<file path="src/llc_map.vh">
// Register map, field positions, reset values and timing figures for the
// line loopback controller. Included by the top design file and the bench.
`ifndef LLC_MAP_VH
`define LLC_MAP_VH

// Byte addresses of the APB registers
`define LLC_LOOP_CTRL_ADDR     12'h000
`define LLC_DETECT_CFG_ADDR    12'h004
`define LLC_STATUS_ADDR        12'h008

// Loop control register fields
`define LLC_ANALOG_BIT         0
`define LLC_REMOTE_BIT         1
`define LLC_DIGITAL_BIT        2
`define LLC_AUTO_BIT           3

// Pattern detect configuration field
`define LLC_SIDE_SEL_BIT       3

// Primary status word fields
`define LLC_ST_REMOTE_BIT      0
`define LLC_ST_DIGITAL_BIT     1
`define LLC_ST_ANALOG_BIT      2
`define LLC_ST_AUTO_BIT        7

// Reset values
`define LLC_LOOP_CTRL_RST      4'h0
`define LLC_DETECT_CFG_RST     1'b0

// Persistence time of an inband code, and the clock rate
`define LLC_PERSIST_MS         5100
`define LLC_CLK_KHZ            100000

`endif

</file>
<file path="src/llc_persist.v">
// Persistence qualifier for the activate and deactivate inband code levels.
// Assumes the code levels are synchronous to ref_clk and held while seen.
`timescale 1ns/10ps
`default_nettype none

module llc_persist
#(
	parameter [31:0] PERSIST_CYCLES = 32'h1E65_FB80
)
(
	input  wire        ref_clk,
	input  wire        nrst,
	input  wire [1:0]  code_level,
	output wire [1:0]  code_held
);

	genvar g;

	// One counter per code: index 0 activate, index 1 deactivate
	generate
		for (g = 0; g < 2; g = g + 1)
		begin : g_code
			reg  [31:0] count;   // Cycles the level has stood
			reg         fired;   // Pulse when it stood long enough
			// Counts while the level stands; pulses once past the limit
			always @(posedge ref_clk or negedge nrst)
			begin
				if (!nrst)
				begin
					count <= 32'h0000_0000;
					fired <= 1'b0;
				end
				else if (!code_level[g])
				begin
					// Level dropped: restart the wait
					count <= 32'h0000_0000;
					fired <= 1'b0;
				end
				else if (count <= PERSIST_CYCLES)
				begin
					// Strictly more than the time: fire one count past it
					count <= count + 32'h0000_0001;
					fired <= (count == PERSIST_CYCLES);
				end
				else
				begin
					// Saturated: hold and stay quiet
					fired <= 1'b0;
				end
			end
			assign code_held[g] = fired;
		end
	endgenerate

endmodule

`default_nettype wire

</file>
<file path="src/llc_top.v">
// Line loopback controller for one line interface channel: APB registers,
// automatic inband loopback and routing of the receive and transmit
// streams with the priorities of the diagnostic facilities.
// Assumes all stream bits and code levels are synchronous to ref_clk,
// one bit per clock at line rate, and APB runs on the same clock.
// Operation
// Remote loop when manual or automatic set
// Manual remote enable is loop bit 1
// Auto remote needs receive side and auto
// Remote enters/leaves after code over 5.1s
// Clearing auto ends automatic loop at once
// Status bit 7 shows automatic loop active
// Software keeps detector side fixed meanwhile
// Remote: receive data to shaper and system
// Transmit monitors keep watching system input
// Remote priorities; transmit alarm disabled
// Manual digital enable is loop bit 2
// Auto digital on transmit side, code 5.1s
// Digital: transmit data to decoder, line watched
// Digital priorities; receive alarm disabled
// Dual only with manual remote; no auto remote
// Dual: both streams looped, receive monitors looped
// Dual manual priorities; alarms disabled
// Manual remote plus auto digital priorities
// Analog loop forces remote and digital off
// Code levels qualified by clock timer
//
// The APB slave port and the register addresses were left to the implementer.
`timescale 1ns/10ps
`default_nettype none
`include "llc_map.vh"

module llc_top
#(
	parameter [31:0] PERSIST_CYCLES = `LLC_PERSIST_MS * `LLC_CLK_KHZ
)
(
	input  wire        ref_clk,
	input  wire        nrst,
	// APB slave
	input  wire        psel,
	input  wire        penable,
	input  wire        pwrite,
	input  wire [11:0] paddr,
	input  wire [31:0] pwdata,
	output reg  [31:0] prdata,
	output reg         pready,
	output reg         pslverr,
	// Inband code detector levels, per path
	input  wire        rx_act_code,
	input  wire        rx_deact_code,
	input  wire        tx_act_code,
	input  wire        tx_deact_code,
	// Data streams in
	input  wire        rx_line_data,
	input  wire        rx_ja_data,
	input  wire        tx_ja_data,
	input  wire        sys_tx_data,
	input  wire        system_transmit_clock_fault,
	// Pattern and alarm generators
	input  wire        rx_pattern_en,
	input  wire        rx_pattern_data,
	input  wire        tx_pattern_en,
	input  wire        tx_pattern_data,
	input  wire        rx_alarm_en,
	input  wire        tx_alarm_en,
	// Data streams out
	output reg         shaper_data,
	output reg         decoder_data,
	output reg         sys_rx_data,
	output reg         rx_monitor_data,
	output reg         tx_monitor_data,
	output reg         line_monitor_data,
	output reg         tx_clock_fault_report,
	// Loop state
	output reg         remote_active,
	output reg         digital_active,
	output reg         analog_active,
	output reg         auto_wrap_active_flag
);

	// Alarm indication is an all ones stream
	localparam ALARM_BIT = 1'b1;

	// Automatic loop states
	localparam [1:0] AUTO_IDLE    = 2'b00;
	localparam [1:0] AUTO_REMOTE  = 2'b01;
	localparam [1:0] AUTO_DIGITAL = 2'b10;

	reg  [3:0]  loop_ctrl;            // Loop control register
	reg         pattern_detector_side_sel; // 0 receive, 1 transmit
	reg  [1:0]  auto_state;           // Automatic loop state
	reg  [1:0]  next_auto_state;      // Next automatic loop state
	reg  [31:0] next_prdata;          // Read data for the setup cycle
	reg         next_slverr;          // Unmapped address flag
	reg         next_shaper;          // Next transmit line bit
	reg         next_sys_rx;          // Next system receive bit
	reg         next_decoder;         // Next decoder input bit
	wire        analog_wrap_en;       // Manual analog loop
	wire        remote_wrap_manual_en; // Manual remote loop
	wire        digital_wrap_manual_en; // Manual digital loop
	wire        auto_wrap_en;         // Automatic loop enable
	wire        wr_en;                // Write completes this edge
	wire        arm_remote;           // Automatic remote may run
	wire        arm_digital;          // Automatic digital may run
	wire [1:0]  code_level;           // Selected code levels
	wire [1:0]  code_held;            // Codes persisted long enough
	wire        remote_now;           // Remote loop in effect
	wire        digital_now;          // Digital loop in effect
	wire        auto_dig_now;         // Digital loop from automatic side
	wire        line_in;              // Line data after analog loop

	assign analog_wrap_en         = loop_ctrl[`LLC_ANALOG_BIT];
	// Manual remote bit
	assign remote_wrap_manual_en  = loop_ctrl[`LLC_REMOTE_BIT];
	// Manual digital bit
	assign digital_wrap_manual_en = loop_ctrl[`LLC_DIGITAL_BIT];
	assign auto_wrap_en           = loop_ctrl[`LLC_AUTO_BIT];
	assign wr_en = psel & penable & pready & pwrite;

	// Setup-cycle read mux and address decode
	always @*
	begin
		next_prdata = 32'h0000_0000;
		next_slverr = 1'b0;
		case (paddr)
			`LLC_LOOP_CTRL_ADDR:
				next_prdata[3:0] = loop_ctrl;
			`LLC_DETECT_CFG_ADDR:
				next_prdata[`LLC_SIDE_SEL_BIT] = pattern_detector_side_sel;
			`LLC_STATUS_ADDR:
			begin
				next_prdata[`LLC_ST_REMOTE_BIT]  = remote_active;
				next_prdata[`LLC_ST_DIGITAL_BIT] = digital_active;
				next_prdata[`LLC_ST_ANALOG_BIT]  = analog_active;
				// Automatic loop status
				next_prdata[`LLC_ST_AUTO_BIT]    = auto_wrap_active_flag;
			end
			default:
				next_slverr = 1'b1;
		endcase
	end

	// APB answer: ready in the access cycle, one wait-free transfer
	always @(posedge ref_clk or negedge nrst)
	begin
		if (!nrst)
		begin
			pready  <= 1'b0;
			pslverr <= 1'b0;
			prdata  <= 32'h0000_0000;
		end
		else
		begin
			pready <= psel & ~penable;
			if (psel && !penable)
			begin
				prdata  <= pwrite ? 32'h0000_0000 : next_prdata;
				pslverr <= next_slverr;
			end
			else
			begin
				pslverr <= 1'b0;
			end
		end
	end

	// Register writes; status is read only
	always @(posedge ref_clk or negedge nrst)
	begin
		if (!nrst)
		begin
			loop_ctrl                 <= `LLC_LOOP_CTRL_RST;
			pattern_detector_side_sel <= `LLC_DETECT_CFG_RST;
		end
		else if (wr_en && paddr == `LLC_LOOP_CTRL_ADDR)
		begin
			loop_ctrl <= pwdata[3:0];
		end
		else if (wr_en && paddr == `LLC_DETECT_CFG_ADDR)
		begin
			// Software leaves this alone during an automatic loop
			pattern_detector_side_sel <= pwdata[`LLC_SIDE_SEL_BIT];
		end
	end

	// Arming: receive side selected and auto set
	// Automatic remote unavailable while digital loop runs
	assign arm_remote  = auto_wrap_en & ~pattern_detector_side_sel &
		~digital_wrap_manual_en & ~analog_wrap_en;
	// Arming on the transmit side
	assign arm_digital = auto_wrap_en & pattern_detector_side_sel &
		~analog_wrap_en;

	// Detector codes come from the path the detector sits on
	assign code_level = pattern_detector_side_sel ?
		{tx_deact_code, tx_act_code} : {rx_deact_code, rx_act_code};

	// Persistence timer on the clock
	llc_persist
	#(
		.PERSIST_CYCLES (PERSIST_CYCLES)
	)
	u_persist
	(
		.ref_clk    (ref_clk),
		.nrst       (nrst),
		.code_level (code_level),
		.code_held  (code_held)
	);

	// Automatic loop state transitions
	always @*
	begin
		next_auto_state = auto_state;
		case (auto_state)
			AUTO_IDLE:
			begin
				// Activate code held over 5.1 s
				if (arm_remote && code_held[0])
					next_auto_state = AUTO_REMOTE;
				else if (arm_digital && code_held[0])
					next_auto_state = AUTO_DIGITAL;
			end
			AUTO_REMOTE:
			begin
				// Disarm ends the loop at once
				if (!arm_remote || code_held[1])
					next_auto_state = AUTO_IDLE;
			end
			AUTO_DIGITAL:
			begin
				// Deactivate code or disarm ends it
				if (!arm_digital || code_held[1])
					next_auto_state = AUTO_IDLE;
			end
			default:
				next_auto_state = AUTO_IDLE;
		endcase
	end

	// Automatic loop state register
	always @(posedge ref_clk or negedge nrst)
	begin
		if (!nrst)
			auto_state <= AUTO_IDLE;
		else
			auto_state <= next_auto_state;
	end

	// Analog loop overrides remote and digital
	// Remote from manual or automatic
	assign remote_now   = ~analog_wrap_en &
		(remote_wrap_manual_en | (auto_state == AUTO_REMOTE));
	assign auto_dig_now = ~analog_wrap_en & (auto_state == AUTO_DIGITAL);
	assign digital_now  = ~analog_wrap_en &
		(digital_wrap_manual_en | auto_dig_now);

	// Analog loop replaces line data with the transmitted bit
	assign line_in = analog_wrap_en ? shaper_data : rx_line_data;

	// Stream routing with diagnostic priorities
	always @*
	begin
		// Decoder input
		// Digital loop feeds transmit data to the decoder
		next_decoder = digital_now ? tx_ja_data : line_in;
		// Receive toward the system
		if (rx_pattern_en)
			next_sys_rx = rx_pattern_data;
		else if (rx_alarm_en && !digital_now && !analog_wrap_en)
			// Receive alarm off in digital, dual, analog
			next_sys_rx = ALARM_BIT;
		else
			next_sys_rx = next_decoder;
		// Transmit toward the line
		if (remote_now && digital_now)
		begin
			// Dual: received line data loops to shaper
			// Looped data wins; alarm off
			next_shaper = rx_ja_data;
		end
		else if (remote_now)
		begin
			// Receive data to shaper, system input dropped
			// Pattern over looped data; alarm off
			next_shaper = tx_pattern_en ? tx_pattern_data : rx_ja_data;
		end
		else if (tx_pattern_en)
			next_shaper = tx_pattern_data;
		else if (digital_now || analog_wrap_en)
			// Transmit data ranks above alarm
			next_shaper = tx_ja_data;
		else if (tx_alarm_en)
			next_shaper = ALARM_BIT;
		else
			next_shaper = tx_ja_data;
	end

	// Registered stream outputs and monitor taps
	always @(posedge ref_clk or negedge nrst)
	begin
		if (!nrst)
		begin
			shaper_data           <= 1'b0;
			decoder_data          <= 1'b0;
			sys_rx_data           <= 1'b0;
			rx_monitor_data       <= 1'b0;
			tx_monitor_data       <= 1'b0;
			line_monitor_data     <= 1'b0;
			tx_clock_fault_report <= 1'b0;
		end
		else
		begin
			shaper_data       <= next_shaper;
			decoder_data      <= next_decoder;
			sys_rx_data       <= next_sys_rx;
			// Receive detectors watch decoder input
			rx_monitor_data   <= next_decoder;
			// Transmit detectors watch system input
			tx_monitor_data   <= sys_tx_data;
			// Line loss and alarm watch line input
			line_monitor_data <= line_in;
			// Clock status ignored during remote loop
			tx_clock_fault_report <= system_transmit_clock_fault &
				~remote_now;
		end
	end

	// Registered loop state
	always @(posedge ref_clk or negedge nrst)
	begin
		if (!nrst)
		begin
			remote_active         <= 1'b0;
			digital_active        <= 1'b0;
			analog_active         <= 1'b0;
			auto_wrap_active_flag <= 1'b0;
		end
		else
		begin
			remote_active         <= remote_now;
			digital_active        <= digital_now;
			analog_active         <= analog_wrap_en;
			// Flag follows the automatic state
			auto_wrap_active_flag <= (auto_state != AUTO_IDLE) &
				~analog_wrap_en;
		end
	end

endmodule

`default_nettype wire

</file>
<file path="config.mk">
export PLATFORM = sky130hd
export DESIGN_NAME = llc_top
export DESIGN_NICKNAME = d
export VERILOG_FILES = /design/src/llc_persist.v /design/src/llc_top.v
export VERILOG_INCLUDE_DIRS = /design/src
export SDC_FILE = /design/constraint.sdc
export NUM_CORES = 1
export LEC_CHECK = 0
export ABC_CLOCK_PERIOD_IN_PS = 2500
export BUFFER_PORTS_ARGS = -buffer_cell sky130_fd_sc_hd__buf_2
export CORE_MARGIN = 2
export CORE_UTILIZATION = 49
export DETAILED_ROUTE_END_ITERATION = 8
export PLACE_DENSITY = 0.76
export REMOVE_ABC_BUFFERS = 1
export SKIP_CTS_REPAIR_TIMING = 1
export SLEW_MARGIN = 10
export SYNTH_ARGS = -nofsm -noshare
export SYNTH_HDL_FRONTEND = slang
export SYNTH_SLANG_ARGS = --single-unit
</file>
<file path="constraint.sdc">
create_clock -name ref_clk -period 2.5 [get_ports ref_clk]
set_input_delay 0.125 -clock ref_clk [delete_from_list [all_inputs] [get_ports ref_clk]]
set_output_delay 0.125 -clock ref_clk [all_outputs]
set_load 0.02 [all_outputs]
</file>
==> metrics.txt <==
initial antenna violation count=0; pwr dens=451 nW/um^2; crit path time final=about 2.7 ns; asr flop ratio synth=between 90% and 100%; VDD IR max=0.248 mV; TritonCTS clock tree=built; synth warn=0; dpl cell area=between 5000 and 6000 um^2; largest area contributor in the netlist=dfrtp_1; Max Buffers Root-to-Sink=2; leakage power total=2.70 nW; Post-Layout Inst Area=a little over 6000 um^2; #FFs+latches synth=90; Core Rows=36; ANT cells=0; Hold Path Class=in -> reg; number of placed I/O pins=109; grt ovf=0; Final setup viols=29; Gate power share=7.9%; Final ANT Viol Nets=0; routability congestion estimate from global placement=0.830; CORE AREA=9640 um^2; crit end category=register; Routed WL=11300 um; Distinct cells, synth=51; post-synth top area share=a little under half; final setup margin=-0.154 ns; via count=4311; failing checks=setup timing; CP max FO=6; drt drc=0; crit path cell chain=or4_1, or4_4, or3_4, a21o_4, or4_4, a21oi_2; Initial Utilization=between 40% and 50%; crit path DAT=2.96 ns; FMAX=0.377 GHz; Clock Tree Root=clkbuf_8; fin. max-slew vios=0; sw frac=24.6%; Die ar.=10600 um^2; Synth Flop Type=dfrtp_1; Post-Syn Area=4820 um^2; unrepaired setup endpoints after global routing=true; critical path startpoint category=register; largest net degree at the start of global routing=51; htree depth=3; final net count=705; P_sw=0.674 mW; mean routed wirelength per cell=14.6 um; PortBufs=53; clock-pin slew on the worst setup and hold paths=about 0.09 ns; worst-skew pair later-pin latency=0.37 ns; Final Skew=0.0137 ns; Syn Area/Cell=9.25 um^2; first-iteration detailed-routing DRC count=250; clock network fraction of design power=about two fifths; first-pass GRT wire length=17900 um; Total Routing Usage GR=a little over a fifth; Slew @ Worst Pin=0.646 ns; fin crit share=106%; vias in the first global route=4072; TritonCTS Sinks=90; fill count=around 770; MaxCap Viol Count=0; gate count after technology mapping=521; Seq pwr share=between 50% and 60%; Worst path slowest cell=or4_1; status=finished, violations left; CTS Buf Count=9; cell with the most instances after synthesis=dfrtp_1; sequential fraction of the synthesis area=46.7%; EDFF count, synth=0; top cells by area, synth=dfrtp_1 47%, buf_4 4.4%, a21oi_1 4.1%; crit-path max cell delay=0.51 ns; CP Class=reg -> reg; Worst slew margin=56.9%; Pint=2.06 mW; ratio of cells with drive above 1 in the final layout=between 20% and 30%; Critical Path Most Common Cell=or4_4; Final Util=62.9%; Die Wd=~100 um; Layout area overhead=25.9%; DR vias/cell=roughly 5.6; Post-synth top cells=90 x dfrtp_1, 48 x nand2_1, 39 x a21oi_1; Die Span Y=between 100 and 150 um; Final Hold Vio Count=0; 1st-pass router iterations=4; CP required=2.81 ns; dpl hpwl=~7800 um
## layout make-up
| class | instances | area, um^2 | area share, % |
|---|---|---|---|
| clock buffers | 11 | 151 | 2.50 |
| clock inverters | 5 | 62.6 | 1.03 |
| inverters | 10 | 37.5 | 0.619 |
| multi-input cells | 398 | 2500 | 41.2 |
| flip-flops and latches | 90 | 2250 | 37.1 |
| well taps | 133 | 166 | 2.74 |
| repair buffers | 128 | 897 | 14.8 |
## per-layer routing
metal  part of all wire, %  track usage, %  vias to the layer above
met4                   1.7            7.29                        0
met1                    44            26.5                     2093
met5                     0               0                        -
met2                    49            37.3                      113
met3                   4.9            4.41                       15
li1                      -               -                     2090
## metrics by stage
step / cells / worst slack, ns / power [mW] / hold WS, ns / setup TNS (ns)
finish: 775 / -0.154 / 2.73 / 0.0362 / -1.96
global route: 775 / -0.225 / 2.85 / 0.0190 / -5.03
CTS: 754 / -0.428 / 2.75 / -0.221 / -10.15
detailed placement: 738 / -0.366 / 1.71 / 0.190 / -8.92
global placement: 738 / -0.319 / 1.70 / 0.183 / -7.43
floorplan: 496 / -0.355 / 1.61 / -0.171 / -6.49
## power groups by stage
stage	Clock, mW	Combinational (mW)	Sequential (mW)
after floorplan	0	0.0860	1.52
after global placement	0	0.195	1.51
after detailed placement	0	0.198	1.51
after CTS	1.07	0.199	1.48
after global routing	1.13	0.241	1.48
final	1.04	0.215	1.48
## registers in the layout (all words and copies together), names as in the netlist, 2 cells and up
register	cells
u_persist.g_code.fired	2
u_persist.g_code.count	64
loop_ctrl	4
prdata	5
auto_state	2
## critical path: cells and delay by family (launching register included)
kind	cells	cell delay, ns
compound gates	2	0.38
flops	1	0.38
simple gates	4	1.84
## path summary, 6_finish.rpt
check                                                            end                                       from  slack (ns)  cells past startpoint
min reg2reg                                auto_state[0]$_DFFE_PN0P_        u_persist.g_code[1].fired$_DFF_PN0_        0.47                      1
max in group asynchronous  u_persist.g_code[0].count[30]$_DFFE_PN0P_                                       nrst        1.52                      3
max                        u_persist.g_code[0].count[20]$_DFFE_PN0P_  u_persist.g_code[0].count[23]$_DFFE_PN0P_       -0.15                      6
min in group asynchronous  u_persist.g_code[0].count[12]$_DFFE_PN0P_                                       nrst        0.31                      2
max reg2reg                u_persist.g_code[0].count[20]$_DFFE_PN0P_  u_persist.g_code[0].count[23]$_DFFE_PN0P_       -0.15                      6
min                                        rx_monitor_data$_DFF_PN0_                                 tx_ja_data        0.04                      2
## logic make-up after synthesis
group / after synthesis / synth area share [%]
adders and majority gates: 4 / 1.04
buffers and inverters: 61 / 7.24
xor gates and xnor gates: 9 / 1.64
muxes: 17 / 3.77
DFF: 90 / 46.7
other: 1 / 0.0778
AOI/OAI and AO/OA: 112 / 14.2
and+or+nand+nor: 227 / 25.3
## layout by cell type (no fill, tap or decap), types with 7 or more instances in the layout
cell type,instances
inv_1,10
mux2_2,9
o211ai_1,8
clkbuf_8,11
dlygate4sd3_1,11
nor2_1,37
and2_1,7
dfrtp_1,90
buf_4,57
o31ai_1,8
conb_1,27
nand4_1,14
a21oi_2,9
nand2_1,48
buf_2,52
nand3_1,25
nor3_1,11
o21ai_0,28
a21oi_1,31
or3_1,20
or4_1,21
buf_6,7
No activity file was read; power rests on OpenSTA's default activity.
